[config.mk]
export PLATFORM = sky130hd
export DESIGN_NAME = aux_gpio_pin_config
export DESIGN_NICKNAME = d
export VERILOG_FILES = /design/src/hw/aux_gpio_pkg.sv /design/src/hw/ring_wake_filter.sv /design/src/hw/aux_gpio_pin_config.sv
export SDC_FILE = /design/constraint.sdc
export NUM_CORES = 1
export LEC_CHECK = 0
export BUFFER_PORTS_ARGS = -buffer_cell sky130_fd_sc_hd__buf_4
export CAP_MARGIN = 20
export CELL_PAD_IN_SITES_DETAIL_PLACEMENT = 1
export CELL_PAD_IN_SITES_GLOBAL_PLACEMENT = 2
export CORE_MARGIN = 5
export CORE_UTILIZATION = 39
export DETAILED_ROUTE_END_ITERATION = 7
export PLACE_DENSITY_LB_ADDON = 0.15
export SLEW_MARGIN = 20
export SYNTH_ARGS = -nofsm -noshare
export SYNTH_HDL_FRONTEND = slang
export SYNTH_SLANG_ARGS = --single-unit
[constraint.sdc]
create_clock -name core_clk -period 4.3 [get_ports core_clk]
set_clock_uncertainty 0.15 [all_clocks]
set_input_delay 0 -clock core_clk [delete_from_list [all_inputs] [get_ports core_clk]]
set_output_delay 0 -clock core_clk [all_outputs]
set_load 0.02 [all_outputs]
[src/hw/aux_gpio_pkg.sv]
`default_nettype none
package aux_gpio_pkg;

    localparam int NUM_PINS = 10;
    localparam int NUM_RING = 3;
    localparam int RING_CNT_W = 24;

    // Pin slots: 1.0, 1.1, 1.2, LED pin, 1.4, 1.5, 1.6, 1.7, 5.0, 5.2.
    localparam int PIN_1_0 = 0;
    localparam int PIN_1_1 = 1;
    localparam int PIN_1_2 = 2;
    localparam int PIN_LED = 3;
    localparam int PIN_1_4 = 4;
    localparam int PIN_1_5 = 5;
    localparam int PIN_1_6 = 6;
    localparam int PIN_1_7 = 7;
    localparam int PIN_5_0 = 8;
    localparam int PIN_5_2 = 9;

    localparam logic [7:0] LOGICAL_DEVICE_NUMBER = 8'h08;

    // Register indices; the byte address is four times the index.
    localparam logic [NUM_PINS-1:0][7:0] CFG_INDEX = {
        8'hCA, 8'hC8, 8'hE7, 8'hE6, 8'hE5, 8'hE4, 8'hE3, 8'hE2, 8'hE1, 8'hE0};
    localparam logic [NUM_PINS-1:0][7:0] CFG_RESET = {
        8'h09, 8'h01, 8'h01, 8'h01, 8'h00, 8'h01, 8'h01, 8'h01, 8'h01, 8'h01};
    localparam logic [NUM_PINS-1:0][7:0] CFG_MASK = {
        8'hBB, 8'hBB, 8'h8F, 8'h8F, 8'h8F, 8'h8F, 8'h8F, 8'h9F, 8'h9F, 8'h8F};
    localparam logic [7:0] RING_SEL_INDEX = 8'hC6;
    localparam logic [7:0] RING_SEL_RESET = 8'h00;
    localparam logic [7:0] RING_SEL_MASK = 8'h07;
    localparam logic [7:0] DATA_INDEX = 8'hF0;
    localparam logic [7:0] EDGE_INDEX = 8'hF1;
    localparam logic [7:0] LDN_INDEX = 8'hF2;
    localparam logic [NUM_PINS-1:0] DATA_RESET = 10'h000;

    // Field positions inside a pin configuration register.
    localparam int DIR_BIT = 0;
    localparam int POL_BIT = 1;
    localparam int GRP1_BIT = 2;
    localparam int FUNC_LO = 3;
    localparam int FUNC_HI = 4;
    localparam int GRP2_BIT = 5;
    localparam int DRV_BIT = 7;

    localparam logic [1:0] FN_00 = 2'h0;
    localparam logic [1:0] FN_01 = 2'h1;
    localparam logic [1:0] FN_10 = 2'h2;
    localparam logic [1:0] FN_11 = 2'h3;

    // Ring wake filter: a train at 15 Hz or faster keeps the output low.
    localparam longint CLK_PERIOD_NS = 10;
    localparam longint RING_GAP_NS = 66666666;
    localparam int RING_HOLD_CYCLES = int'(RING_GAP_NS / CLK_PERIOD_NS);

endpackage
`default_nettype wire

[src/hw/ring_wake_filter.sv]
`timescale 1ns/10ps
`default_nettype none
module ring_wake_filter
    import aux_gpio_pkg::*;
#(
    parameter int HOLD_CYCLES = RING_HOLD_CYCLES
) (
    input wire logic core_clk,
    input wire logic rstn,
    input wire logic filterEn,
    input wire logic ringN,
    output logic ringOutN
);

    localparam logic [RING_CNT_W-1:0] HOLD_LOAD = RING_CNT_W'(HOLD_CYCLES);

    logic prev_reg;
    logic [RING_CNT_W-1:0] cnt_reg;
    logic [RING_CNT_W-1:0] cnt_next;
    logic outN_next;

    wire fall = prev_reg & ~ringN;
    wire toggle = prev_reg ^ ringN;
    wire running = (cnt_reg != '0);

    // A falling edge starts the pulse; later toggles inside the gap keep it going.
    assign cnt_next = !filterEn ? '0 :
                      (fall || (toggle && running)) ? HOLD_LOAD :
                      running ? cnt_reg - 1'b1 : cnt_reg;
    assign outN_next = filterEn ? (cnt_next == '0) : ~fall;

    always_ff @(posedge core_clk or negedge rstn) begin
        if (!rstn) begin
            prev_reg <= 1'b1;
            cnt_reg <= '0;
            ringOutN <= 1'b1;
        end else begin
            prev_reg <= ringN;
            cnt_reg <= cnt_next;
            ringOutN <= outN_next;
        end
    end

endmodule
`default_nettype wire

[src/hw/aux_gpio_pin_config.sv]
`timescale 1ns/10ps
`default_nettype none
module aux_gpio_pin_config
    import aux_gpio_pkg::*;
#(
    parameter int RING_HOLD = RING_HOLD_CYCLES
) (
    input wire logic core_clk,
    input wire logic rstn,
    input wire logic psel,
    input wire logic penable,
    input wire logic pwrite,
    input wire logic [11:0] paddr,
    input wire logic [31:0] pwdata,
    output logic [31:0] prdata,
    output logic pready,
    output logic pslverr,
    input wire logic [NUM_PINS-1:0] gpioIn,
    output logic [NUM_PINS-1:0] gpioOut,
    output logic [NUM_PINS-1:0] gpioOe,
    input wire logic ringInOneN,
    input wire logic ringInTwoN,
    input wire logic sysMgmtIrqOutN,
    input wire logic watchdogOut,
    input wire logic kbcPortLine17,
    input wire logic ledDrive,
    input wire logic infraredTxSecond,
    input wire logic floppyMotorOn1N,
    input wire logic floppyDriveSel1N,
    input wire logic driveDensitySel1,
    output logic combinedIrq1,
    output logic combinedIrq2,
    output logic edgeIrq1,
    output logic edgeIrq2,
    output logic ringIndicateN,
    output logic infraredRxSecond,
    output logic pciClkOut,
    output logic irq14Req,
    output logic irq8Req
);

    // Pin and ring inputs come from outside the clock domain.
    localparam int NUM_SYNC = NUM_PINS + 2;

    logic [NUM_SYNC-1:0] sync1_reg;
    logic [NUM_SYNC-1:0] sync2_reg;
    logic [NUM_SYNC-1:0] sync3_reg;
    logic [NUM_SYNC-1:0] stable_reg;
    logic [NUM_PINS-1:0][7:0] cfg_reg;
    logic [7:0] ringSel_reg;
    logic [NUM_PINS-1:0] data_reg;
    logic [1:0] edge_reg;
    logic [1:0] edge_next;
    logic [NUM_PINS-1:0] logicPrev_reg;
    logic [NUM_RING-1:0] ringOutN;
    logic [NUM_PINS-1:0] pinLogic;
    logic [NUM_PINS-1:0] isGpio;
    logic [NUM_PINS-1:0] altDrive;
    logic [NUM_PINS-1:0] altVal;
    logic [NUM_PINS-1:0] driveEn;
    logic [NUM_PINS-1:0] driveVal;
    logic [NUM_PINS-1:0] cfgHit;
    logic [NUM_PINS-1:0] grp1Act;
    logic [NUM_PINS-1:0] grp2Act;
    logic [NUM_RING-1:0] ringSrcN;

    wire [1:0] fn11 = cfg_reg[PIN_1_1][FUNC_HI:FUNC_LO];
    wire [1:0] fn12 = cfg_reg[PIN_1_2][FUNC_HI:FUNC_LO];
    wire [1:0] fn50 = cfg_reg[PIN_5_0][FUNC_HI:FUNC_LO];
    wire [1:0] fn52 = cfg_reg[PIN_5_2][FUNC_HI:FUNC_LO];

    // Input synchronisers; a change is taken once stages two and three agree.
    wire [NUM_SYNC-1:0] rawIn = {ringInTwoN, ringInOneN, gpioIn};

    always_ff @(posedge core_clk or negedge rstn) begin
        if (!rstn) begin
            sync1_reg <= '1;
            sync2_reg <= '1;
            sync3_reg <= '1;
        end else begin
            sync1_reg <= rawIn;
            sync2_reg <= sync1_reg;
            sync3_reg <= sync2_reg;
        end
    end

    genvar s;
    generate
        for (s = 0; s < NUM_SYNC; s++) begin : g_stable
            always_ff @(posedge core_clk or negedge rstn) begin
                if (!rstn) begin
                    stable_reg[s] <= 1'b1;
                end else if (sync2_reg[s] == sync3_reg[s]) begin
                    stable_reg[s] <= sync3_reg[s];
                end
            end
        end
    endgenerate

    // APB decode: zero-wait answer, one access phase cycle.
    // The read word is captured at setup, so the access cycle never has to wait.
    wire [9:0] regIndex = paddr[11:2];
    wire aligned = (paddr[1:0] == 2'h0);
    wire setup = psel & ~penable;
    wire wrEn = psel & penable & pready & pwrite;
    wire ringSelHit = aligned && (regIndex == {2'h0, RING_SEL_INDEX});
    wire dataHit = aligned && (regIndex == {2'h0, DATA_INDEX});
    wire edgeHit = aligned && (regIndex == {2'h0, EDGE_INDEX});
    wire ldnHit = aligned && (regIndex == {2'h0, LDN_INDEX});
    wire anyHit = (|cfgHit) | ringSelHit | dataHit | edgeHit | ldnHit;

    logic [31:0] rdMux;
    always_comb begin
        rdMux = 32'h0000_0000;
        for (int i = 0; i < NUM_PINS; i++) begin
            if (cfgHit[i]) begin
                rdMux = {24'h00_0000, cfg_reg[i]};
            end
        end
        if (ringSelHit) begin
            rdMux = {24'h00_0000, ringSel_reg};
        end
        if (dataHit) begin
            rdMux = {22'h00_0000, pinLogic};
        end
        if (edgeHit) begin
            rdMux = {30'h0000_0000, edge_reg};
        end
        if (ldnHit) begin
            rdMux = {24'h00_0000, LOGICAL_DEVICE_NUMBER};
        end
    end

    always_ff @(posedge core_clk or negedge rstn) begin
        if (!rstn) begin
            pready <= 1'b0;
            pslverr <= 1'b0;
            prdata <= 32'h0000_0000;
        end else begin
            pready <= setup;
            pslverr <= setup & ~anyHit;
            prdata <= (setup && !pwrite) ? rdMux : 32'h0000_0000;
        end
    end

    // Pin configuration registers with masked reserved bits.
    genvar p;
    generate
        for (p = 0; p < NUM_PINS; p++) begin : g_cfg
            assign cfgHit[p] = aligned && (regIndex == {2'h0, CFG_INDEX[p]});
            always_ff @(posedge core_clk or negedge rstn) begin
                if (!rstn) begin
                    cfg_reg[p] <= CFG_RESET[p];
                end else if (wrEn && cfgHit[p]) begin
                    cfg_reg[p] <= pwdata[7:0] & CFG_MASK[p];
                end
            end
            assign pinLogic[p] = stable_reg[p] ^ cfg_reg[p][POL_BIT];
            assign driveEn[p] = isGpio[p] ? ~cfg_reg[p][DIR_BIT] : altDrive[p];
            assign driveVal[p] = (isGpio[p] ? data_reg[p] : altVal[p])
                                 ^ cfg_reg[p][POL_BIT];
            if (p < PIN_5_0) begin : g_grp1
                assign grp1Act[p] = pinLogic[p] & cfg_reg[p][GRP1_BIT];
                assign grp2Act[p] = 1'b0;
            end else begin : g_grp2
                assign grp1Act[p] = 1'b0;
                assign grp2Act[p] = pinLogic[p] & cfg_reg[p][GRP2_BIT];
            end
        end
    endgenerate

    always_ff @(posedge core_clk or negedge rstn) begin
        if (!rstn) begin
            ringSel_reg <= RING_SEL_RESET;
            data_reg <= DATA_RESET;
        end else if (wrEn && ringSelHit) begin
            ringSel_reg <= pwdata[7:0] & RING_SEL_MASK;
        end else if (wrEn && dataHit) begin
            data_reg <= pwdata[NUM_PINS-1:0];
        end
    end

    // Function selection per pin; reserved codes fall back to GPIO.
    assign isGpio[PIN_1_0] = ~cfg_reg[PIN_1_0][FUNC_LO];
    assign isGpio[PIN_1_1] = (fn11 == FN_00) || (fn11 == FN_11);
    assign isGpio[PIN_1_2] = (fn12 == FN_00);
    assign isGpio[PIN_LED] = ~cfg_reg[PIN_LED][FUNC_LO];
    assign isGpio[PIN_1_4] = ~cfg_reg[PIN_1_4][FUNC_LO];
    assign isGpio[PIN_1_5] = ~cfg_reg[PIN_1_5][FUNC_LO];
    assign isGpio[PIN_1_6] = ~cfg_reg[PIN_1_6][FUNC_LO];
    assign isGpio[PIN_1_7] = ~cfg_reg[PIN_1_7][FUNC_LO];
    assign isGpio[PIN_5_0] = (fn50 == FN_10) || (fn50 == FN_11);
    assign isGpio[PIN_5_2] = (fn52 == FN_01);

    // Alternate outputs drive the pin whatever the direction bit says.
    assign altDrive[PIN_1_0] = 1'b1;
    assign altDrive[PIN_1_1] = 1'b0;
    assign altDrive[PIN_1_2] = (fn12 == FN_01) || (fn12 == FN_10);
    assign altDrive[PIN_LED] = 1'b1;
    assign altDrive[PIN_1_4] = 1'b0;
    assign altDrive[PIN_1_5] = 1'b1;
    assign altDrive[PIN_1_6] = 1'b1;
    assign altDrive[PIN_1_7] = 1'b1;
    assign altDrive[PIN_5_0] = 1'b0;
    assign altDrive[PIN_5_2] = (fn52 == FN_00) || (fn52 == FN_11);

    assign altVal[PIN_1_0] = sysMgmtIrqOutN;
    assign altVal[PIN_1_1] = 1'b0;
    assign altVal[PIN_1_2] = (fn12 == FN_01) ? watchdogOut : kbcPortLine17;
    assign altVal[PIN_LED] = ledDrive;
    assign altVal[PIN_1_4] = 1'b0;
    assign altVal[PIN_1_5] = infraredTxSecond;
    assign altVal[PIN_1_6] = floppyMotorOn1N;
    assign altVal[PIN_1_7] = floppyDriveSel1N;
    assign altVal[PIN_5_0] = 1'b0;
    assign altVal[PIN_5_2] = (fn52 == FN_00) ? driveDensitySel1 : sysMgmtIrqOutN;

    // Open drain only ever pulls low; a high level releases the pin.
    wire [NUM_PINS-1:0] odSel = {cfg_reg[9][DRV_BIT], cfg_reg[8][DRV_BIT],
        cfg_reg[7][DRV_BIT], cfg_reg[6][DRV_BIT], cfg_reg[5][DRV_BIT],
        cfg_reg[4][DRV_BIT], cfg_reg[3][DRV_BIT], cfg_reg[2][DRV_BIT],
        cfg_reg[1][DRV_BIT], cfg_reg[0][DRV_BIT]};
    wire [NUM_PINS-1:0] oeNext = driveEn & (~odSel | ~driveVal);
    wire [NUM_PINS-1:0] outNext = driveVal & ~odSel;

    // Either-edge interrupts watch the polarity-adjusted level.
    wire [1:0] edgeSel = {fn12 == FN_11, fn11 == FN_10};
    wire [NUM_PINS-1:0] logicChg = pinLogic ^ logicPrev_reg;
    wire [1:0] edgeSet = edgeSel & {logicChg[PIN_1_2], logicChg[PIN_1_1]};
    wire [1:0] edgeClr = (wrEn && edgeHit) ? pwdata[1:0] : 2'h0;
    // A new edge in the cycle of its clear survives, so no event is lost.
    assign edge_next = edgeSet | (edge_reg & ~edgeClr);

    // Ring sources: pin 1.1 only counts while it is the ring input.
    assign ringSrcN = {stable_reg[NUM_PINS+1], stable_reg[NUM_PINS],
                       (fn11 == FN_01) ? stable_reg[PIN_1_1] : 1'b1};

    genvar r;
    generate
        for (r = 0; r < NUM_RING; r++) begin : g_ring
            ring_wake_filter #(
                .HOLD_CYCLES(RING_HOLD)
            ) u_filter (
                .core_clk(core_clk),
                .rstn(rstn),
                .filterEn(ringSel_reg[r]),
                .ringN(ringSrcN[r]),
                .ringOutN(ringOutN[r])
            );
        end
    endgenerate

    // The previous level starts at the idle pin level, so leaving reset makes no false edge.
    always_ff @(posedge core_clk or negedge rstn) begin
        if (!rstn) begin
            logicPrev_reg <= '1;
        end else begin
            logicPrev_reg <= pinLogic;
        end
    end

    always_ff @(posedge core_clk or negedge rstn) begin
        if (!rstn) begin
            edge_reg <= 2'h0;
        end else begin
            edge_reg <= edge_next;
        end
    end

    // Side-band results are registered so that every port leaves a flip-flop.
    wire irq1_next = |grp1Act;
    wire irq2_next = |grp2Act;
    wire ring_next = &ringOutN;
    wire irRx_next = cfg_reg[PIN_1_4][FUNC_LO] & pinLogic[PIN_1_4];
    wire pciClk_next = (fn50 == FN_00) & pinLogic[PIN_5_0];
    wire irq14_next = (fn50 == FN_01) & pinLogic[PIN_5_0];
    wire irq8_next = (fn52 == FN_10) & pinLogic[PIN_5_2];

    // Pin drive is registered; a configuration write reaches the pin one cycle later.
    always_ff @(posedge core_clk or negedge rstn) begin
        if (!rstn) begin
            gpioOut <= '0;
            gpioOe <= '0;
        end else begin
            gpioOut <= outNext;
            gpioOe <= oeNext;
        end
    end

    // The edge outputs follow the next latch value, so they rise with the latch itself.
    always_ff @(posedge core_clk or negedge rstn) begin
        if (!rstn) begin
            combinedIrq1 <= 1'b0;
            combinedIrq2 <= 1'b0;
            edgeIrq1 <= 1'b0;
            edgeIrq2 <= 1'b0;
            ringIndicateN <= 1'b1;
        end else begin
            combinedIrq1 <= irq1_next;
            combinedIrq2 <= irq2_next;
            edgeIrq1 <= edge_next[0];
            edgeIrq2 <= edge_next[1];
            ringIndicateN <= ring_next;
        end
    end

    always_ff @(posedge core_clk or negedge rstn) begin
        if (!rstn) begin
            infraredRxSecond <= 1'b0;
            pciClkOut <= 1'b0;
            irq14Req <= 1'b0;
            irq8Req <= 1'b0;
        end else begin
            infraredRxSecond <= irRx_next;
            pciClkOut <= pciClk_next;
            irq14Req <= irq14_next;
            irq8Req <= irq8_next;
        end
    end

endmodule
`default_nettype wire

==> impl_metrics.yaml, run 1 <==
clock_tree:
  insertion_delay_ps: 560
  clk_pin_slew_ps: 60
  clockRootBuffer: "clkbuf_16"
  cts_resized: 0
  htree_levels: 1
  clk_path_buf_depth: 3
  numCtsBuffers: 29
  cts_sinks: 236
  postCtsSetupRepairBufs: 0
  cts_tree: "yes"
sta:
  finalHoldViolations: 0
  fin_crit_ps: 3690
  finalSetupTns_ps: 0
  setup_viol: 0
  rsz0062_at_grt: "no"
  tightest_slew_ps: 1080
  drv_slew: 0
  finalCritPeriodShare_pct: 85.9
  max_slew_margin_pct: 27.8
  maxClockFrequency_mhz: 271
power_and_ir_drop:
  p_clk_share_pct: 49.2
  power_mw: 5.14
  power.density_mw_per_mm2: 366
  power_leakage_nw: 6.38
  power_frac_comb_pct: 5.8
  power_switching_share_pct: 22.9
  sequentialPowerShare_pct: 45.0
  power.switching_mw: 1.18
  ir_worst_vdd_uv: 291
  p_int_mw: 3.97
finish:
  drive_gt1_share_pct: 25.4
  final_common_cell: "dfrtp_1"
  finalInstanceArea_mm2: 0.0140
  largest_reg_flops: 72
  area_growth_pct: 23.6
  diodes: 0
  fin_nets: 1281
  mostFrequentLayoutCells: "dfrtp_1 (169), nor2_1 (117), buf_4 (96)"
worst_hold_path:
  worstHoldPathCells: 3
  hold_class: "input pin to flip-flop"
synthesis:
  synth_cell_types: 78
  syn_area_per_cell_um2: 10.9
  synth-seq-area-share_pct: 52.7
  synthesis.area_mm2: 0.0114
  synth_ff_type: "dfrtp_1"
  synth-edff-count: 0
  syn_inst: 1041
  async_flop_share_pct: 100
  yosys_register_bits: 236
  yosys_warnings: 0
grt:
  track_usage_pct: 19.6
  met3_usage_pct: 2.68
  grt_overflow: 0
  grt_max_degree: 60
  met2_usage_pct: 32.6
  first_global_vias: 9156
  grt_antenna_before_repair: 0
  top_usage_layer: "met2"
  use_met1_pct: 27.3
  grt_pass1_wl_mm: 52.1
setup_path:
  crit_path_end_kind: "flip-flop"
  rr_worst_depth: 8
  critPathKind: "flip-flop to flip-flop"
  path_max_fanout: 10
  r2r-start: "g_ring[0].u_filter.cnt_reg[2]$_DFF_PN0_"
  start_kind: "flip-flop"
  crit_required_ps: 4580
  r2r_slack_ps: 610
  cp.arrival_ps: 3970
  reg2reg_to: "g_ring[0].u_filter.ringOutN$_DFF_PN1_"
  cp-startpoint: "g_ring[0].u_filter.cnt_reg[2]$_DFF_PN0_"
  setup.worst_path.end: "g_ring[0].u_filter.ringOutN$_DFF_PN1_"
floorplan:
  die_w_um: 181
  start_util_pct: 39.6
  die_y_um: 181
  core_mm2: 0.0287
  fp-row-count: 62
  die-area_mm2: 0.0326
  io_pins: 132
drt:
  ant_nets: 0
  drtIter0Drc: 414
  drc: 0
  via_per_inst: 5.26
  dr.pass1.iters: 4
  wl_mm: 32.2
  avgRoutedWirePerCell_um: 20.1
  vias: 8431
place:
  port_buffers: 87
  hpwl_mm: 22.5
  gp_congestion: 0.814
  postPlaceCellArea_mm2: 0.0123
job:
  cap_viol_max_count: 0
status:
  status: "complete, no violations"
-- worst max-delay path, cell delays in order, from the launching register on --
cell      delay (ps)
dfrtp_1          450
or4_1            700
nor4_2           570
nand2b_1         390
a211oi_1         320
nor3_1           110
nor4_1           320
nand4b_1         150
o41ai_1          420
-- power groups by stage --
stage	logic (mW)	clock network [mW]	registers, mW
global placement	0.257	0	2.35
CTS	0.305	2.60	2.32
finish	0.301	2.53	2.31
global route	0.330	2.69	2.32
detailed placement	0.259	0	2.35
floorplan	0.124	0	2.35
-- worst min path at each step --
stage / slack, ps / start / endpoint
after floorplan: -450 / rstn / cfg_reg[10]$_DFFE_PN0P_
after global placement: -40 / gpioIn[6] / sync1_reg[6]$_DFF_PN1_
after detailed placement: -40 / gpioIn[0] / sync1_reg[0]$_DFF_PN1_
after CTS: 90 / pwdata[5] / cfg_reg[69]$_DFFE_PN0P_
after global routing: 120 / pwdata[5] / cfg_reg[69]$_DFFE_PN0P_
final: 120 / pwdata[5] / cfg_reg[69]$_DFFE_PN0P_
-- area by class of cell --
type	instances	area (um^2)
clock inverters	9	124
multi-input cells	727	4990
clock buffers	45	897
flip-flops and latches	236	5990
inverters	39	146
well taps	384	480
fillers	3087	14700
repair buffers	162	1410
-- through the flow --
stage                     utilization, %  instances  hold WS [ps]  setup WS [ps]
after floorplan                        -       1062          -446           1060
after global placement              43.0       1483         -41.8            681
after detailed placement            43.0       1483         -40.5            617
after CTS                           48.8       1601          92.1            598
after global routing                48.9       1602           124            396
final                               48.9       1602           121            608
-- logic make-up after synthesis --
| kind of cell | count (synthesis) | share of synthesized area [%] |
|---|---|---|
| AOI/OAI and AO/OA | 162 | 9.57 |
| DFF | 236 | 52.7 |
| xor gates and xnor gates | 69 | 5.32 |
| other | 1 | 0.0330 |
| muxes | 80 | 8.36 |
| and+or+nand+nor | 365 | 16.9 |
| adders and majority gates | 29 | 2.93 |
| buffers and inverters | 99 | 4.15 |
-- routing by layer --
layer | up-vias | wire, um
li1 | 3984 | -
met1 | 4292 | 15100
met2 | 117 | 15600
met3 | 38 | 932
met4 | 0 | 635
met5 | - | 0
-- cell usage after synthesis (8+ instances only) --
library cell | instances | share of area (%)
a21oi_1 | 39 | 1.7
and3_1 | 10 | 0.55
buf_4 | 22 | 1.5
clkbuf_1 | 32 | 1.1
dfrtp_1 | 169 | 37
dfstp_2 | 67 | 15
ha_1 | 17 | 1.9
inv_1 | 39 | 1.3
maj3_1 | 12 | 1.1
mux2_2 | 59 | 5.8
mux2i_1 | 15 | 1.3
nand2_1 | 45 | 1.5
nand2b_1 | 10 | 0.55
nand3_1 | 12 | 0.53
nand4_1 | 14 | 0.77
nor2_1 | 117 | 3.9
nor2b_1 | 16 | 0.88
nor3_1 | 32 | 1.4
nor4_1 | 30 | 1.7
o21a_1 | 8 | 0.53
o21ai_0 | 28 | 1.2
o21ai_1 | 9 | 0.40
or2_2 | 9 | 0.50
or3_1 | 20 | 1.1
or4_1 | 13 | 0.86
xnor2_1 | 33 | 2.5
xor2_1 | 36 | 2.8
-- timing repair --
item | in CTS | in global routing
endpoints found under the setup margin | 0 | 0
endpoints found under the hold margin | 214 | 0
hold buffers | 64 | 0
Note: power is estimated with default switching activity, not from simulation.
==> run 2: changes to the inputs <==
--- a/config.mk
+++ b/config.mk
@@ -11,7 +11,9 @@
 export CELL_PAD_IN_SITES_GLOBAL_PLACEMENT = 2
 export CORE_MARGIN = 5
 export CORE_UTILIZATION = 39
+export CTS_CLUSTER_DIAMETER = 200
 export DETAILED_ROUTE_END_ITERATION = 7
+export MAX_ROUTING_LAYER = met4
 export PLACE_DENSITY_LB_ADDON = 0.15
 export SLEW_MARGIN = 20
 export SYNTH_ARGS = -nofsm -noshare
==> run 2 against run 1 <==
Effect of this change: via count fell by 0.23%; combinational power barely moved; clock power barely moved; critical path depth did not move; die area did not move; cell count did not move; clock-buffer cell count did not move; core utilization did not move; largest power group unchanged.
==> impl_metrics.yaml, run 2 (synthesis gave the netlist of run 1 again) <==
sta:
  max_slew_margin_pct: 25.1
  finalCritPeriodShare_pct: 85.8
  finalHoldViolations: 0
  rsz0062_at_grt: "no"
  drv_slew: 0
  finalSetupTns_ps: 0
  setup_viol: 0
  tightest_slew_ps: 1120
  maxClockFrequency_mhz: 271
  fin_crit_ps: 3690
setup_path:
  crit_path_end_kind: "flip-flop"
  r2r-start: "g_ring[0].u_filter.cnt_reg[2]$_DFF_PN0_"
  path_cells: "or4_1, nor4_2, nand2b_1, a211oi_1, nor3_1, nor4_1, nand4b_1, o41ai_1"
  crit_required_ps: 4580
  cp.arrival_ps: 3970
  cpMaxStageDelayCell: "or4_1"
  max_stage_delay_ps: 690
  critPathKind: "flip-flop to flip-flop"
  rr_worst_depth: 8
  start_kind: "flip-flop"
  path_max_fanout: 10
  reg2reg_to: "g_ring[0].u_filter.ringOutN$_DFF_PN1_"
  r2r_slack_ps: 610
finish:
  utilization_pct: 48.9
  finalNonFillerCells: 1602
  fin_nets: 1281
  largest_reg_flops: 72
  mostFrequentLayoutCells: "dfrtp_1 (169), nor2_1 (117), buf_4 (96)"
  final_common_cell: "dfrtp_1"
  area_growth_pct: 23.6
  drive_gt1_share_pct: 25.4
  diodes: 0
floorplan:
  io_pins: 132
  die_y_um: 181
  die_w_um: 181
  core_mm2: 0.0287
  start_util_pct: 39.6
  die-area_mm2: 0.0326
  fp-row-count: 62
worst_hold_path:
  worstHoldPathCells: 3
  hold_class: "input pin to flip-flop"
  holdCritStartpoint: "pwdata[5]"
  min_to: "cfg_reg[69]$_DFFE_PN0P_"
place:
  gp_congestion: 0.827
  port_buffers: 87
  hpwl_mm: 22.5
  place_inst: 1483
drt:
  ant_nets: 0
  vias: 8412
  dr.pass1.iters: 5
  via_per_inst: 5.25
  drtIter0Drc: 423
  wl_mm: 32.3
  avgRoutedWirePerCell_um: 20.1
  drc: 0
grt:
  grt_overflow: 0
  track_usage_pct: 20.1
  first_global_vias: 9157
  grt_pass1_wl_mm: 52.1
  grt_max_degree: 60
  top_usage_layer: "met2"
  met3_usage_pct: 2.48
  met2_usage_pct: 32.7
  grt_antenna_before_repair: 0
  use_met1_pct: 27.3
power_and_ir_drop:
  power.density_mw_per_mm2: 366
  ir_worst_vdd_uv: 291
  sequentialPowerShare_pct: 45.0
  p_int_mw: 3.97
  power_switching_share_pct: 22.8
  power.switching_mw: 1.17
  p_clk_share_pct: 49.1
  power_leakage_nw: 6.38
  power_frac_comb_pct: 5.8
status:
  status: "complete, no violations"
clock_tree:
  cts_hold_buf: 64
  cts_tree: "yes"
  postCtsSetupRepairBufs: 0
  cts_sinks: 236
  numCtsBuffers: 29
  htree_levels: 1
  clk_pin_slew_ps: 60
  clk_path_buf_depth: 3
  cts_resized: 0
  clockRootBuffer: "clkbuf_16"
  insertion_delay_ps: 560
job:
  cap_viol_max_count: 0
-- run 2: cell counts in the layout (fill, tap and decap cells not counted) --
No cell type changed its count.
-- run 2: power groups by stage --
stage / Sequential (mW) / Combinational [mW] / Clock (mW)
6_report: 2.31 / 0.300 / 2.52
5_1_grt: 2.32 / 0.330 / 2.69
4_1_cts: 2.32 / 0.305 / 2.60
3_5_place_dp: 2.35 / 0.259 / 0
3_3_place_gp: 2.35 / 0.257 / 0
2_1_floorplan: 2.35 / 0.124 / 0
-- run 2: per-stage QoR --
| step | setup WS (ps) | power [mW] | hold WS [ps] | cell area, um^2 |
|---|---|---|---|---|
| 4_1_cts | 598 | 5.22 | 92.1 | 14000 |
| 2_1_floorplan | 1060 | 2.48 | -446 | 11400 |
| 3_3_place_gp | 681 | 2.61 | -41.8 | 12300 |
| 3_5_place_dp | 617 | 2.61 | -40.5 | 12300 |
| 6_report | 612 | 5.14 | 121 | 14000 |
| 5_1_grt | 396 | 5.34 | 124 | 14000 |
-- run 2: layer usage --
| metal | vias up | wire length, um |
|---|---|---|
| met4 | 0 | 636 |
| met5 | - | 0 |
| met3 | 41 | 1080 |
| met1 | 4252 | 14900 |
| li1 | 3984 | - |
| met2 | 135 | 15600 |
-- run 2: area by class of cell --
cell class | count | area [um^2]
fill | 3087 | 14700
sequential | 236 | 5990
multi-input combinational | 727 | 4990
timing repair buffer | 162 | 1410
clock buffer | 45 | 897
tap | 384 | 480
inverter | 39 | 146
clock inverter | 9 | 124
-- run 2: critical path, delay by kind of cell, from the launching register on --
kind,cells,cell delay (ps)
compound gates,2,750
flops,1,450
simple gates,6,2230
-- run 2: how the worst max path moves through the flow --
stage / startpoint / end / slack [ps] / depth (start not counted)
after detailed placement: g_ring[0].u_filter.cnt_reg[2]$_DFF_PN0_ / g_ring[0].u_filter.ringOutN$_DFF_PN1_ / 620 / 8
after global routing: g_ring[0].u_filter.cnt_reg[2]$_DFF_PN0_ / g_ring[0].u_filter.ringOutN$_DFF_PN1_ / 400 / 8
after global placement: g_ring[0].u_filter.cnt_reg[2]$_DFF_PN0_ / g_ring[0].u_filter.ringOutN$_DFF_PN1_ / 680 / 8
after floorplan: g_ring[1].u_filter.cnt_reg[0]$_DFF_PN0_ / g_ring[1].u_filter.ringOutN$_DFF_PN1_ / 1060 / 11
after CTS: g_ring[0].u_filter.cnt_reg[2]$_DFF_PN0_ / g_ring[0].u_filter.ringOutN$_DFF_PN1_ / 600 / 8
final: g_ring[0].u_filter.cnt_reg[2]$_DFF_PN0_ / g_ring[0].u_filter.ringOutN$_DFF_PN1_ / 610 / 8
